### config.mk
export PLATFORM = sky130hd
export DESIGN_NAME = cgw_write_gate
export DESIGN_NICKNAME = d
export VERILOG_FILES = /design/src/cgw_pkg.sv /design/src/cgw_clk_div.sv /design/src/cgw_write_gate.sv
export SDC_FILE = /design/constraint.sdc
export NUM_CORES = 1
export LEC_CHECK = 0
export BUFFER_PORTS_ARGS = -buffer_cell sky130_fd_sc_hd__buf_2
export CELL_PAD_IN_SITES_DETAIL_PLACEMENT = 0
export CELL_PAD_IN_SITES_GLOBAL_PLACEMENT = 1
export CORE_AREA = 2 2 144 146
export CTS_BUF_LIST = sky130_fd_sc_hd__clkbuf_8
export DETAILED_ROUTE_END_ITERATION = 8
export DIE_AREA = 0 0 146 148
export MAX_ROUTING_LAYER = met4
export PLACE_DENSITY = 0.87
export SETUP_SLACK_MARGIN = 0.02
export SLEW_MARGIN = 25
export SYNTH_ARGS = -nofsm -noshare
export SYNTH_HDL_FRONTEND = slang
export SYNTH_SLANG_ARGS = --single-unit
### constraint.sdc
create_clock -name core_clk -period 1.5 [get_ports core_clk]
set_clock_uncertainty 0.05 [all_clocks]
set_input_delay 0.3 -clock core_clk [delete_from_list [all_inputs] [get_ports core_clk]]
set_output_delay 0.3 -clock core_clk [all_outputs]
set_load 0.005 [all_outputs]
### src/cgw_pkg.sv
// package of constants and types for the mode-gated clock generator write gate
// assumes one clock domain; register indices are byte-wide entries behind a serial decoder
//
// Notes on behaviour
// RQ1: outputs toggle only in active mode
// RQ2: active mode blocks most configuration writes
// RQ3: gated registers written only in ready mode
// RQ4: ready mode holds every output stopped
// RQ5: restart uses values written during ready
// RQ6: mode, spread, enables, input select always writable
// RQ7: readable status reports active or ready
// RQ8: host enters ready, checks status, then writes
// RQ9: host returns active, then checks status
// RQ10: host must not trust gating against strays
// RQ11: blocked writes still complete normally
package cgw_pkg;

   // ----------------------------------------------------------------
   // sizes
   // ----------------------------------------------------------------
   localparam int unsigned CGW_NUM_REGS = 16;
   localparam int unsigned CGW_ADDR_W   = 4;
   localparam int unsigned CGW_DATA_W   = 8;
   localparam int unsigned CGW_NUM_OUT  = 4;
   localparam int unsigned CGW_INSEL_W  = 2;

   // ----------------------------------------------------------------
   // register indices
   // ----------------------------------------------------------------
   localparam logic [3:0] CGW_OFS_MODE     = 4'h0;
   localparam logic [3:0] CGW_OFS_STATUS   = 4'h1;
   localparam logic [3:0] CGW_OFS_SSC      = 4'h2;
   localparam logic [3:0] CGW_OFS_OE       = 4'h3;
   localparam logic [3:0] CGW_OFS_INSEL    = 4'h4;
   localparam logic [3:0] CGW_OFS_DIV_BASE = 4'h5;

   // ----------------------------------------------------------------
   // field positions
   // ----------------------------------------------------------------
   localparam int unsigned CGW_MODE_ACTIVE_BIT   = 0;
   localparam int unsigned CGW_STATUS_ACTIVE_BIT = 0;
   localparam int unsigned CGW_SSC_EN_BIT        = 0;

   // ----------------------------------------------------------------
   // reset values
   // ----------------------------------------------------------------
   localparam logic [7:0] CGW_RST_MODE  = 8'h01;
   localparam logic [7:0] CGW_RST_SSC   = 8'h00;
   localparam logic [7:0] CGW_RST_OE    = 8'h0f;
   localparam logic [7:0] CGW_RST_INSEL = 8'h00;
   localparam logic [7:0] CGW_RST_DIV   = 8'h01;
   localparam logic [7:0] CGW_RST_CFG   = 8'h00;

   // ----------------------------------------------------------------
   // operating mode, gray coded along ready -> start -> active
   // ----------------------------------------------------------------
   typedef enum logic [1:0]
   {
      CGW_READY  = 2'b00,
      CGW_START  = 2'b01,
      CGW_ACTIVE = 2'b11
   } cgw_mode_t;

endpackage : cgw_pkg

### src/cgw_clk_div.sv
// one output clock divider with a run gate
// assumes run and half_period come from flip-flops in the same clock domain
module cgw_clk_div
   import cgw_pkg::*;
(
   input  wire logic       core_clk,
   input  wire logic       rst_b,
   input  wire logic       run,
   input  wire logic [7:0] half_period,
   output logic            clk_o
);

   logic [7:0] cnt_ff;
   logic       clk_ff;

   // ----------------------------------------------------------------
   // divider: high and low phases last half_period+1 cycles each
   // ----------------------------------------------------------------
   // stopping forces the pin low so a restart always begins on a rising edge
   always_ff @(posedge core_clk or negedge rst_b)
   begin
      if (!rst_b)
      begin
         cnt_ff <= 8'h00;
         clk_ff <= 1'b0;
      end
      else if (!run)
      begin
         cnt_ff <= 8'h00; // RQ4
         clk_ff <= 1'b0;  // RQ1
      end
      else if (cnt_ff == half_period)
      begin
         cnt_ff <= 8'h00;
         clk_ff <= ~clk_ff;
      end
      else
      begin
         cnt_ff <= cnt_ff + 8'h01;
      end
   end

   assign clk_o = clk_ff;

endmodule : cgw_clk_div

### src/cgw_write_gate.sv
// register bank with mode-gated writes and gated output clocks
// assumes a serial management decoder presents byte writes and reads as one-cycle requests
module cgw_write_gate
   import cgw_pkg::*;
(
   input  wire logic                   core_clk,
   input  wire logic                   rst_b,
   input  wire logic                   wr_req,
   input  wire logic [CGW_ADDR_W-1:0]  wr_addr,
   input  wire logic [CGW_DATA_W-1:0]  wr_data,
   output logic                        wr_ack,
   output logic                        wr_blocked,
   input  wire logic                   rd_req,
   input  wire logic [CGW_ADDR_W-1:0]  rd_addr,
   output logic [CGW_DATA_W-1:0]       rd_data,
   output logic                        rd_ack,
   output logic [CGW_NUM_OUT-1:0]      clk_out,
   output logic                        mode_active,
   output logic                        ssc_en,
   output logic [CGW_INSEL_W-1:0]      in_sel
);

   // ----------------------------------------------------------------
   // declarations
   // ----------------------------------------------------------------
   cgw_mode_t             mode_ff;
   cgw_mode_t             nxt_mode;
   logic [7:0]            regs_ff [CGW_NUM_REGS];
   logic [7:0]            applied_div_ff [CGW_NUM_OUT];
   logic                  wr_ack_ff;
   logic                  wr_blocked_ff;
   logic [7:0]            rd_data_ff;
   logic                  rd_ack_ff;
   logic                  ungated;
   logic                  wr_ok;
   logic                  active_req;
   logic [CGW_NUM_OUT-1:0] run;

   // reset value of each register entry
   function automatic logic [7:0] cgw_rst_val(input logic [3:0] idx);
      logic [7:0] val;
      val = CGW_RST_CFG;
      if (idx == CGW_OFS_MODE)
         val = CGW_RST_MODE;
      else if (idx == CGW_OFS_SSC)
         val = CGW_RST_SSC;
      else if (idx == CGW_OFS_OE)
         val = CGW_RST_OE;
      else if (idx == CGW_OFS_INSEL)
         val = CGW_RST_INSEL;
      else if ((idx >= CGW_OFS_DIV_BASE) && (idx < CGW_OFS_DIV_BASE + 4'(CGW_NUM_OUT)))
         val = CGW_RST_DIV;
      return val;
   endfunction : cgw_rst_val

   // ----------------------------------------------------------------
   // write gating
   // ----------------------------------------------------------------
   // these four entries stay writable in every mode
   assign ungated = (wr_addr == CGW_OFS_MODE) ||
                    (wr_addr == CGW_OFS_SSC)  ||
                    (wr_addr == CGW_OFS_OE)   ||
                    (wr_addr == CGW_OFS_INSEL); // RQ6

   // the start state counts as not ready, so nothing slips in while the copy is taken
   assign wr_ok = wr_req &&
                  (wr_addr != CGW_OFS_STATUS) &&
                  (ungated || (mode_ff == CGW_READY)); // RQ2 RQ3

   assign active_req = regs_ff[CGW_OFS_MODE][CGW_MODE_ACTIVE_BIT];

   // ----------------------------------------------------------------
   // register storage, one entry per generate step
   // ----------------------------------------------------------------
   // the status index has a flop here too but it is never written and never read
   for (genvar g = 0; g < CGW_NUM_REGS; g++)
   begin : g_reg
      localparam logic [3:0] IDX = 4'(g);
      always_ff @(posedge core_clk or negedge rst_b)
      begin
         if (!rst_b)
            regs_ff[g] <= cgw_rst_val(IDX);
         else if (wr_ok && (wr_addr == IDX))
            regs_ff[g] <= wr_data; // RQ2 RQ3 RQ6
      end
   end

   // ----------------------------------------------------------------
   // write answer: every request is acknowledged, taken or not
   // ----------------------------------------------------------------
   // the serial side never stalls, a refused byte is simply dropped
   always_ff @(posedge core_clk or negedge rst_b)
   begin
      if (!rst_b)
      begin
         wr_ack_ff     <= 1'b0;
         wr_blocked_ff <= 1'b0;
      end
      else
      begin
         wr_ack_ff     <= wr_req;           // RQ11
         wr_blocked_ff <= wr_req && !wr_ok; // RQ11
      end
   end

   assign wr_ack     = wr_ack_ff;
   assign wr_blocked = wr_blocked_ff;

   // ----------------------------------------------------------------
   // operating mode
   // ----------------------------------------------------------------
   always_comb
   begin
      nxt_mode = mode_ff;
      case (mode_ff)
         CGW_READY:
         begin
            if (active_req)
               nxt_mode = CGW_START;
         end
         CGW_START:
         begin
            if (active_req)
               nxt_mode = CGW_ACTIVE;
            else
               nxt_mode = CGW_READY;
         end
         CGW_ACTIVE:
         begin
            if (!active_req)
               nxt_mode = CGW_READY;
         end
         default:
         begin
            nxt_mode = CGW_READY;
         end
      endcase
   end

   // reset leaves the part running on its reset configuration
   always_ff @(posedge core_clk or negedge rst_b)
   begin
      if (!rst_b)
         mode_ff <= CGW_ACTIVE;
      else
         mode_ff <= nxt_mode;
   end

   // ----------------------------------------------------------------
   // applied divider copy, taken on the way back to active
   // ----------------------------------------------------------------
   // live edits never reach a running divider; only the start state copies them
   for (genvar o = 0; o < CGW_NUM_OUT; o++)
   begin : g_apply
      localparam logic [3:0] DIDX = CGW_OFS_DIV_BASE + 4'(o);
      always_ff @(posedge core_clk or negedge rst_b)
      begin
         if (!rst_b)
            applied_div_ff[o] <= CGW_RST_DIV;
         else if (mode_ff == CGW_START)
            applied_div_ff[o] <= regs_ff[DIDX]; // RQ5
      end

      // output runs only in active mode and with its enable set
      assign run[o] = (mode_ff == CGW_ACTIVE) && regs_ff[CGW_OFS_OE][o]; // RQ1 RQ4

      cgw_clk_div u_div
      (
         .core_clk    (core_clk),
         .rst_b       (rst_b),
         .run         (run[o]),
         .half_period (applied_div_ff[o]),
         .clk_o       (clk_out[o])
      );
   end

   // ----------------------------------------------------------------
   // read path
   // ----------------------------------------------------------------
   // status shows the real mode, not the request, so the host sees start as not active
   always_ff @(posedge core_clk or negedge rst_b)
   begin
      if (!rst_b)
      begin
         rd_data_ff <= 8'h00;
         rd_ack_ff  <= 1'b0;
      end
      else
      begin
         rd_ack_ff <= rd_req;
         if (rd_req)
         begin
            if (rd_addr == CGW_OFS_STATUS)
               rd_data_ff <= {7'h00, (mode_ff == CGW_ACTIVE)}; // RQ7
            else
               rd_data_ff <= regs_ff[rd_addr];
         end
      end
   end

   assign rd_data = rd_data_ff;
   assign rd_ack  = rd_ack_ff;

   // ----------------------------------------------------------------
   // live control outputs
   // ----------------------------------------------------------------
   assign mode_active = (mode_ff == CGW_ACTIVE); // RQ7
   assign ssc_en      = regs_ff[CGW_OFS_SSC][CGW_SSC_EN_BIT];
   assign in_sel      = regs_ff[CGW_OFS_INSEL][CGW_INSEL_W-1:0];

endmodule : cgw_write_gate

==> metrics.md, run 1 <==
| Metric | Value |
|---|---|
| Status | `finished with violations` |
| Failing checks | `setup timing` |
| Initial Util | `0.473` |
| Tmin final | `1.82 ns` |
| Clk_lat worst skew | `0.53 ns` |
| Crit path DAT | `2.15 ns` |
| CORE AREA | `20000 um2` |
| Total number of vias | `6318` |
| Port-buffer cells | `38` |
| TritonCTS Buffers | `35` |
| Wire per inst | `21.1 um` |
| Final Wtd Congestion | `0.942` |
| Pins over their slew limit | `0` |
| Worst flop-to-flop path startpoint | `mode_ff[1]` |
| Most frequent cells in the layout | `192 x dfrtp_1, 130 x mux2_4, 79 x buf_4` |
| Critical path's slowest cell | `dfstp_2` |
| Via/cell ratio | `5.56` |
| Num rows | `52` |
| WL final | `24.0 mm` |
| Multi-input logic area | `4730 um2` |
| IO Count | `39` |
| WP data required | `1.84 ns` |
| MaxCap Viol Count | `0` |
| Global-route wire length before repair | `36.8 mm` |
| Tot Pwr | `0.0181 W` |
| Die ar. | `21600 um2` |
| Root Buffer | `clkbuf_8` |
| Seq. cell area | `5230 um2` |
| EDFF count, synth | `0` |
| Syn nets | `719` |
| CTS Buffer Depth | `3` |
| Crit. End Element | `flip-flop` |
| F_max | `551 MHz` |
| Critical Path Source Type | `flip-flop` |
| PwrDens | `1470 nW/um2` |
| H-Tree Depth | `2` |
| Post-synthesis cell type count | `46` |
| Layout cell share with drive strength beyond 1 | `0.494` |
| Critical Path Fanout Max | `8` |
| Cell area after synthesis | `9490 um2` |
| DR pass1 iterations | `5` |
| Layout net count | `864` |
| Number of global-route vias before repair | `6721` |
| Number of synthesized register bits | `208` |
| Kind of critical path | `reg -> reg` |
| Hold WS | `0.0206 ns` |
| Initial antenna violation count | `0` |
| Min-delay worst type | `in -> reg` |
| Iteration-0 DRC Markers | `390` |
| Leak | `5.80 nW` |
| Area grow syn2layout | `30.2%` |
| Critical path endpoint | `regs_ff[85]` |
| Fillers | `1478` |
| Die Width | `146 um` |
| Ys flop type | `dfrtp_1` |
| Setup slack, reg-to-reg | `-0.32 ns` |
| Measured slew at the worst slew-check pin | `0.428 ns` |
| Yosys top cell area share | `0.509` |
| Antenna Nets Post-Route | `0` |
| Final period util | `1.21` |
| Yosys warnings | `0` |
| Gr usage total | `0.223` |
| Detailed-route DRC error count | `0` |
| CTS tree | `done` |
| Fin. Hold Viols | `0` |
| Final setup viols | `140` |
| Commonest non-fill, non-tap cell in the layout | `dfrtp_1` |
| R2R cell count | `6` |
| Mean Syn Cell Area | `13.6 um2` |
| Largest net degree at the start of global routing | `53` |
| Setup WS post-layout | `-0.315 ns` |
| Sequential share of the synthesized area | `0.551` |
| Clk sinks | `208` |
| RSZ-0062 raised after global routing | `yes` |
| RR Endpoint | `regs_ff[85]` |
| Syn Inst Count | `695` |
| VDD IR-drop max | `980 uV` |
| Antenna Cells | `0` |
| Clk pin slew, worst setup/hold paths | `0.06 ns` |
| Final HPWL DP | `15.2 mm` |
| Largest area contributor in the netlist | `dfrtp_1` |
| Post-synth ARST share | `1.00` |
| CP max stage delay | `0.55 ns` |
| GR Overflow Total | `0` |
| Crit-path cells | `buf_6, o22ai_2, and3b_2, nand2b_4, buf_12, mux2_4` |
| Die height | `148 um` |
| Area contributors post-synth | `dfrtp_1 51%, mux2_2 17%, dfstp_2 4.2%, mux4_2 4.0%, mux2i_1 3.8%` |
| Worst Setup SP | `mode_ff[1]` |
| Slew headroom | `0.714` |
power by group:
group	internal [W]	switching (W)	leakage, nW
Sequential	0.00706	0.00108	2.61
Combinational	0.00323	0.00182	2.78
Clock	0.00264	0.00228	0.412
Total	0.0129	0.00518	5.80
final cells by class:
class | count | share of cell area
Sequential cell | 208 | 0.423
Timing Repair Buffer | 148 | 0.110
Clock inverter | 19 | 0.00618
Inverter | 8 | 0.00243
Multi-Input combinational cell | 439 | 0.383
Clock buffer | 44 | 0.0490
Tap cell | 270 | 0.0273
worst min path at each step:
stage                 from                  to  slack [ns]  depth (start not counted)
floorplan            rst_b  applied_div_ff[10]       -0.05                          0
detailed placement   rst_b         regs_ff[19]        0.18                          1
finish              wr_req          wr_blocked        0.02                          3
global route        wr_req          wr_blocked        0.02                          3
global placement     rst_b         regs_ff[31]        0.17                          1
CTS                 wr_req          wr_blocked        0.02                          3
metal layers:
metal	track usage	wire length, um	vias to the layer above
met3	0.0423	1430	50
met5	-	0	-
met2	0.363	11900	214
met1	0.284	9960	3279
li1	-	-	2775
met4	0.0718	631	0
per-stage QoR:
step,util,TNS [ns],setup WS [ns],cells,area [um2]
floorplan,-,-4.53,-0.0768,695,9620
global route,0.617,-36.42,-0.359,1136,12400
CTS,0.591,-22.67,-0.329,1123,11800
finish,0.617,-28.56,-0.315,1136,12400
detailed placement,0.536,-23.82,-0.423,1050,10700
global placement,0.536,-17.92,-0.384,1050,10700
flip-flops by register name (all words and copies together), names as in the netlist:
| signal | flops |
|---|---|
| regs_ff | 123 |
| applied_div_ff | 32 |
| g_apply.u_div.cnt_ff | 32 |
| rd_data | 8 |
| g_apply.u_div.clk_o | 4 |
| in_sel | 2 |
| mode_ff | 2 |
| active_req | 1 |
| rd_ack | 1 |
| ssc_en | 1 |
| wr_ack | 1 |
| wr_blocked | 1 |
synth_stat cells, types with 2 or more instances:
cell / instances
nor2_4: 4
a21oi_1: 14
nand3_1: 16
o21bai_1: 4
a32oi_1: 7
dfstp_2: 15
buf_4: 9
nor2b_1: 2
and3_1: 7
inv_1: 7
mux4_2: 17
nor2_2: 3
nand2b_1: 2
mux2i_1: 36
a22oi_1: 7
or3_1: 5
o21ai_0: 12
nor2_1: 40
xnor2_1: 40
a21boi_0: 2
nand2_1: 20
buf_6: 2
xor2_1: 16
dfrtp_1: 193
buf_2: 11
nand4_1: 9
mux2_2: 145
nand3b_1: 2
mux2_4: 8
clkbuf_1: 18
and2_1: 3
nand2_2: 2
ha_1: 4
critical path, delay by kind of cell (launching register included):
family / cells / cell delay (ns)
flops: 1 / 0.55
simple gates: 2 / 0.46
mux: 1 / 0.30
buf+inv: 2 / 0.26
compound gates: 1 / 0.07
kinds of logic after synthesis:
logic type | share of synthesized area
mux | 0.263
xor+xnor | 0.0517
buf+inv | 0.0256
compound gates | 0.0339
fa+ha+maj | 0.00528
simple gates | 0.0698
flops | 0.551
repair_timing:
action / in CTS / in global routing
setup buffers: 7 / 13
gates cloned: 1 / 2
gates resized for setup: 67 / 98
pin swaps: 17 / 46
endpoints found under the setup margin: 166 / 168
hold endpoints to repair: 193 / 0
hold buffers: 3 / 0
No activity file was read; power rests on OpenSTA's default activity.
==> run 2: changes to the inputs <==
- ABC_AREA: not set -> 1
- CORE_AREA: 2 2 144 146 -> 2 2 157 159
- DIE_AREA: 0 0 146 148 -> 0 0 159 161
- PLACE_DENSITY: 0.87 -> 0.88
==> run 2 against run 1 <==
  * The run still ends with setup timing left
  * Non-clock buffer count is 21 lower
  * Clock power rose by 14%
  * Largest power group unchanged
  * Hold slack got worse by 0.011 ns
  * Total power fell by 3.6%
  * Sequential share of layout area shrank 2.8 points
  * Clock-buffer cell count is 4 higher
==> metrics.md, run 2 <==
| Metric | Value |
|---|---|
| Status | `finished with violations (unchanged)` |
| Failing checks | `setup timing (unchanged)` |
| Syn nets | `1355 (was 719)` |
| Critical Path Fanout Max | `3 (was 8)` |
| CORE AREA | `24000 um2 (was 20000 um2)` |
| CTS tree | `done (unchanged)` |
| H-Tree Depth | `2 (unchanged)` |
| Count leader, synth | `nand2_1 (was dfrtp_1)` |
| TritonCTS Buffers | `38 (was 35)` |
| Setup WS post-layout | `-0.236 ns (was -0.315 ns)` |
| Die height | `161 um (was 148 um)` |
| Port-buffer cells | `38 (unchanged)` |
| Largest net degree at the start of global routing | `65 (was 53)` |
| IO Count | `39 (unchanged)` |
| Yosys top cell area share | `0.468 (was 0.509)` |
| Worst flop-to-flop path startpoint | `mode_ff[0] (was mode_ff[1])` |
| R2R cell count | `10 (was 6)` |
| Setup TNS | `-13.00 ns (was -28.56 ns)` |
| Iteration-0 DRC Markers | `762 (was 390)` |
| Yosys warnings | `0 (unchanged)` |
| Mean Syn Cell Area | `7.75 um2 (was 13.6 um2)` |
| Synth cell count leaders | `501 x nand2_1, 193 x dfrtp_1, 166 x inv_1 (was 193 x dfrtp_1, 145 x mux2_2, 40 x nor2_1, 40 x xnor2_1, 36 x mux2i_1)` |
| RR Endpoint | `regs_ff[20] (was regs_ff[85])` |
| PwrDens | `1320 nW/um2 (was 1470 nW/um2)` |
| Die Width | `159 um (was 146 um)` |
| Crit. End Element | `output port (was flip-flop)` |
| Commonest non-fill, non-tap cell in the layout | `nand2_1 (was dfrtp_1)` |
| RSZ-0062 raised after global routing | `yes (unchanged)` |
| Area grow syn2layout | `28.1% (was 30.2%)` |
| Gr usage total | `0.227 (was 0.223)` |
| Number of synthesized register bits | `208 (unchanged)` |
| Antenna Nets Post-Route | `0 (unchanged)` |
| Fillers | `2208 (was 1478)` |
| Fin. Hold Viols | `0 (unchanged)` |
| F_max | `576 MHz (was 551 MHz)` |
| Seq. cell area | `5220 um2 (was 5230 um2)` |
| Critical Path Source Type | `flip-flop (unchanged)` |
| Num rows | `57 (was 52)` |
| Crit path DAT | `1.39 ns (was 2.15 ns)` |
| Measured slew at the worst slew-check pin | `0.816 ns (was 0.428 ns)` |
| Hold WS | `0.00953 ns (was 0.0206 ns)` |
| Antenna Cells | `0 (unchanged)` |
| Initial Util | `0.431 (was 0.473)` |
| Die ar. | `25600 um2 (was 21600 um2)` |
| Via/cell ratio | `4.97 (was 5.56)` |
| EDFF count, synth | `0 (unchanged)` |
| VDD IR-drop max | `587 uV (was 980 uV)` |
| Syn Inst Count | `1331 (was 695)` |
| Final setup viols | `122 (was 140)` |
| Hold Path Depth | `3 (unchanged)` |
| Setup slack, reg-to-reg | `-0.19 ns (was -0.32 ns)` |
| WL final | `28.8 mm (was 24.0 mm)` |
| Final period util | `1.16 (was 1.21)` |
| Largest area contributor in the netlist | `dfrtp_1 (unchanged)` |
| Initial antenna violation count | `0 (unchanged)` |
| Multi-input logic area | `4890 um2 (was 4730 um2)` |
| Pins over their slew limit | `0 (unchanged)` |
| Clk_lat worst skew | `0.54 ns (was 0.53 ns)` |
| Cell area after synthesis | `10300 um2 (was 9490 um2)` |
| Clk sinks | `208 (unchanged)` |
| Worst Hold End | `wr_blocked (unchanged)` |
| GR Overflow Total | `0 (unchanged)` |
| Leak | `6.77 nW (was 5.80 nW)` |
| CTS Buffer Depth | `3 (unchanged)` |
| Global-route wire length before repair | `45.0 mm (was 36.8 mm)` |
| WP data required | `1.15 ns (was 1.84 ns)` |
| DR pass1 iterations | `8 (was 5)` |
| Kind of critical path | `reg -> out (was reg -> reg)` |
| DP Worst Slack | `-0.235 ns (was -0.423 ns)` |
| Tmin final | `1.74 ns (was 1.82 ns)` |
| Area contributors post-synth | `dfrtp_1 47%, nand2_1 18%, nand3_1 6.9%, inv_1 6.0%, o21ai_0 4.1% (was dfrtp_1 51%, mux2_2 17%, dfstp_2 4.2%, mux4_2 4.0%, mux2i_1 3.8%)` |
| Final Wtd Congestion | `0.955 (was 0.942)` |
| Largest Register | `regs_ff (unchanged)` |
| Worst Setup SP | `mode_ff[1] (unchanged)` |
| Total number of vias | `8922 (was 6318)` |
| Root Buffer | `clkbuf_8 (unchanged)` |
| Layout net count | `1467 (was 864)` |
| Layout cell share with drive strength beyond 1 | `0.235 (was 0.494)` |
| Top flop regs | `regs_ff (123), applied_div_ff (32), g_apply.u_div.cnt_ff (32) (unchanged)` |
| Post-synth ARST share | `1.00 (unchanged)` |
| Hold Path Origin | `wr_req (unchanged)` |
| Sequential share of the synthesized area | `0.506 (was 0.551)` |
| Final HPWL DP | `18.9 mm (was 15.2 mm)` |
| Wire per inst | `16.0 um (was 21.1 um)` |
| Most frequent cells in the layout | `446 x nand2_1, 193 x dfrtp_1, 177 x inv_1 (was 192 x dfrtp_1, 130 x mux2_4, 79 x buf_4)` |
| Ys flop type | `dfrtp_1 (unchanged)` |
| Number of global-route vias before repair | `8572 (was 6721)` |
| Post-synthesis cell type count | `32 (was 46)` |
| Slew headroom | `0.454 (was 0.714)` |
| Clk pin slew, worst setup/hold paths | `0.06 ns (about the same)` |
| Detailed-route DRC error count | `0 (unchanged)` |
| Max reg flops | `123 (unchanged)` |
| Min-delay worst type | `in -> reg (unchanged)` |
| MaxCap Viol Count | `0 (unchanged)` |
[run 2: cell count changes after synthesis, sizes merged, moves of 17 or more]
cell    before  now
nand3       17  143
mux2i       36    0
clkbuf      18   38
mux4        17    0
nand2       22  509
mux2       153    0
nor2        47   67
inv          7  169
o21ai       12   93
[run 2: final cells by class]
type                            count  share of cell area
Clock inverter                     20              0.0102
Multi-Input combinational cell    895               0.370
Inverter                          172              0.0503
Clock buffer                       48              0.0500
Sequential cell                   208               0.395
Timing Repair Buffer              127              0.0925
Timing Repair inverter              1             0.00151
Tap cell                          324              0.0307
[run 2: worst max-delay path by stage]
stage,end,slack [ns]
3_5_place_dp,rd_data[4],-0.23
5_1_grt,mode_active,-0.27
3_3_place_gp,rd_data[4],-0.20
6_report,mode_active,-0.24
4_1_cts,mode_active,-0.22
2_1_floorplan,regs_ff[105],0.02
[run 2: per-layer routing]
| layer | global-route usage | share of wire | vias to the layer above |
|---|---|---|---|
| li1 | - | - | 4329 |
| met1 | 0.307 | 0.45 | 4267 |
| met2 | 0.351 | 0.46 | 270 |
| met3 | 0.0431 | 0.062 | 56 |
| met4 | 0.0649 | 0.025 | 0 |
| met5 | - | 0 | - |
[run 2: power breakdown]
| part | total, W | switching, W | internal (W) | leakage [nW] |
|---|---|---|---|---|
| Sequential | 0.00766 | 0.000804 | 0.00686 | 2.67 |
| Combinational | 0.00419 | 0.00248 | 0.00171 | 3.63 |
| Clock | 0.00561 | 0.00239 | 0.00322 | 0.460 |
[run 2: repair_timing]
item,4_1_cts,5_1_grt
resized for setup,68,165
buffers inserted,7,8
gates cloned,9,3
endpoints found under the setup margin,149,180
endpoints found under the hold margin,202,0
pin swaps,7,48
hold buffers,6,0
[run 2: cell families after synthesis]
| kind of cell | Yosys count | share of synthesized area |
|---|---|---|
| flip-flops | 208 | 0.506 |
| AO/OA/AOI/OAI | 95 | 0.0463 |
| XOR/XNOR | 54 | 0.0458 |
| adder cells (fa/ha/maj) | 4 | 0.00485 |
| buffers and inverters | 234 | 0.0933 |
| AND/OR/NAND/NOR | 736 | 0.304 |
[run 2: worst max-delay path: stages (launching register included)]
cell     delay [ns]
dfstp_2        0.58
nand2_4        0.09
inv_2          0.07
buf_2          0.10
[run 2: stage by stage]
| stage | total power [W] | area, um2 | util | cells |
|---|---|---|---|---|
| 2_1_floorplan | 0.0100 | 10300 | - | 1331 |
| 3_3_place_gp | 0.0111 | 11400 | 0.474 | 1702 |
| 3_5_place_dp | 0.0112 | 11400 | 0.474 | 1702 |
| 4_1_cts | 0.0171 | 12600 | 0.525 | 1789 |
| 5_1_grt | 0.0185 | 13200 | 0.552 | 1795 |
| 6_report | 0.0175 | 13200 | 0.552 | 1795 |
==> run 3: changes to the inputs <==
- CELL_PAD_IN_SITES_DETAIL_PLACEMENT: 0 -> 1
==> run 3 against run 2 <==
  * The flow finishes with violations (hold timing, setup timing)
  * Combinational power grew 3%
  * Hold slack lost 0.022 ns
  * Clock-buffer cell count shrank 1
  * Critical endpoint unchanged
  * Highest routed layer unchanged
==> metrics.md, run 3 (synthesis gave the netlist of run 2 again) <==
| Metric | Value |
|---|---|
| Min-delay worst type | `in -> reg (unchanged)` |
| Clk pin slew, worst setup/hold paths | `0.06 ns (about the same)` |
| Fin. Hold Viols | `1 (was 0)` |
| Clk sinks | `208 (unchanged)` |
| Measured slew at the worst slew-check pin | `0.847 ns (was 0.816 ns)` |
| Layout net count | `1462 (was 1467)` |
| Die Width | `159 um (unchanged)` |
| F_max | `590 MHz (was 576 MHz)` |
| RSZ-0062 raised after global routing | `yes (unchanged)` |
| Initial antenna violation count | `0 (unchanged)` |
| Final HPWL DP | `22.8 mm (was 18.9 mm)` |
| Antenna Cells | `0 (unchanged)` |
| Number of global-route vias before repair | `10600 (was 8572)` |
| DP Worst Slack | `-0.337 ns (was -0.235 ns)` |
| Crit. End Element | `output port (unchanged)` |
| Setup WS post-layout | `-0.196 ns (was -0.236 ns)` |
| Max reg flops | `123 (unchanged)` |
| Total number of vias | `9882 (was 8922)` |
| Final setup viols | `117 (was 122)` |
| Largest Register | `regs_ff (unchanged)` |
| CTS Buffer Depth | `3 (unchanged)` |
| Status | `finished with violations (unchanged)` |
| VDD IR-drop max | `618 uV (was 587 uV)` |
| PwrDens | `1390 nW/um2 (was 1320 nW/um2)` |
| Top flop regs | `regs_ff (123), applied_div_ff (32), g_apply.u_div.cnt_ff (32) (unchanged)` |
| DR pass1 iterations | `5 (was 8)` |
| H-Tree Depth | `2 (unchanged)` |
| Tmin final | `1.70 ns (was 1.74 ns)` |
| IO Count | `39 (unchanged)` |
| Largest net degree at the start of global routing | `65 (unchanged)` |
| Wire per inst | `20.8 um (was 16.0 um)` |
| Detailed-route DRC error count | `0 (unchanged)` |
| Clk_lat worst skew | `0.56 ns (was 0.54 ns)` |
| Failing checks | `hold timing, setup timing (was setup timing)` |
| Critical Path Source Type | `flip-flop (unchanged)` |
| Via/cell ratio | `5.52 (was 4.97)` |
| Dpl cells | `1702 (unchanged)` |
| Final Wtd Congestion | `0.955 (unchanged)` |
| Layout cell share with drive strength beyond 1 | `0.172 (was 0.235)` |
| Global-route wire length before repair | `57.0 mm (was 45.0 mm)` |
| WL final | `37.2 mm (was 28.8 mm)` |
| GR Overflow Total | `0 (unchanged)` |
| Commonest non-fill, non-tap cell in the layout | `nand2_1 (unchanged)` |
| Pins over their slew limit | `0 (unchanged)` |
| Area grow syn2layout | `22.8% (was 28.1%)` |
| Critical Path Fanout Max | `3 (unchanged)` |
| Most frequent cells in the layout | `484 x nand2_1, 193 x dfrtp_1, 182 x inv_1 (was 446 x nand2_1, 193 x dfrtp_1, 177 x inv_1)` |
| Slew headroom | `0.433 (was 0.454)` |
| Initial Util | `0.431 (unchanged)` |
| Hold WS | `-0.0123 ns (was 0.00953 ns)` |
| Leak | `6.64 nW (was 6.77 nW)` |
| Port-buffer cells | `38 (unchanged)` |
| Die ar. | `25600 um2 (unchanged)` |
| Final period util | `1.13 (was 1.16)` |
| Tot Pwr | `0.0176 W (was 0.0175 W)` |
| CTS tree | `done (unchanged)` |
| Iteration-0 DRC Markers | `902 (was 762)` |
| Num rows | `57 (unchanged)` |
| Fin cells | `1789 (was 1795)` |
| CORE AREA | `24000 um2 (unchanged)` |
| TritonCTS Buffers | `38 (unchanged)` |
| Crit path DAT | `1.35 ns (was 1.39 ns)` |
| Kind of critical path | `reg -> out (unchanged)` |
| MaxCap Viol Count | `0 (unchanged)` |
| Die height | `161 um (unchanged)` |
| Gr usage total | `0.292 (was 0.227)` |
| Fin util | `0.529 (was 0.552)` |
| WP data required | `1.15 ns (about the same)` |
| Antenna Nets Post-Route | `0 (unchanged)` |
| Setup slack, reg-to-reg | `-0.17 ns (was -0.19 ns)` |
| Root Buffer | `clkbuf_8 (unchanged)` |
-- run 3: cell count changes in the layout (fill, tap and decap cells not counted), moves of 16 or more --
cell     previous run  this run
nand2_1           446       484
nand2_2            35        10
nand3_1           106       137
nand3_2            34         5
o21ai_0            46        64
o21ai_2            23         7
-- run 3: final cells by class --
class	count	area [um2]
Clock buffer	47	647
Clock inverter	20	106
Fill cell	2925	11300
Inverter	172	662
Multi-Input combinational cell	894	4480
Sequential cell	208	5220
Tap cell	324	405
Timing Repair Buffer	123	1140
Timing Repair inverter	1	11.3
-- run 3: per-layer routing --
layer,GRT usage,routed length [um],up-vias
met2,0.486,18000,505
met1,0.341,14300,4873
met3,0.0552,2660,196
li1,-,-,4308
met4,0.152,2260,0
met5,-,0,-
-- run 3: final timing paths --
kind | start | to | cells after the start
max | mode_ff[1] | mode_active | 3
min | wr_data[0] | regs_ff[0] | 3
max reg2reg | mode_ff[1] | regs_ff[100] | 9
min reg2reg | regs_ff[113] | regs_ff[113] | 0
max in group asynchronous | rst_b | applied_div_ff[16] | 3
min in group asynchronous | rst_b | regs_ff[101] | 2
-- run 3: critical path, cell delays in order, from the launching register on --
cell	delay [ns]
dfstp_2	0.57
nand2_4	0.08
inv_2	0.07
buf_2	0.10
-- run 3: power by group --
group | switching (W) | internal (W) | total (W)
combinational | 0.00276 | 0.00155 | 0.00431
clock | 0.00251 | 0.00299 | 0.00549
sequential | 0.000896 | 0.00686 | 0.00775
total | 0.00617 | 0.0114 | 0.0176
-- run 3: stage by stage --
| stage | setup TNS [ns] | cell area (um2) | hold WS (ns) |
|---|---|---|---|
| final | -10.98 | 12700 | -0.0123 |
| after global routing | -22.57 | 12700 | 0.0252 |
| after CTS | -5.42 | 12500 | 0.000245 |
| after detailed placement | -31.93 | 11400 | 0.179 |
| after global placement | -20.64 | 11400 | 0.175 |
| after floorplan | 0 | 10300 | -0.0456 |
-- run 3: timing repair --
item	CTS	global route
resized for setup	62	40
pin swaps	4	7
buffers inserted	4	2
cloned	7	1
hold buffers	6	0
endpoints found under the hold margin	200	0
endpoints found under the setup margin	140	159
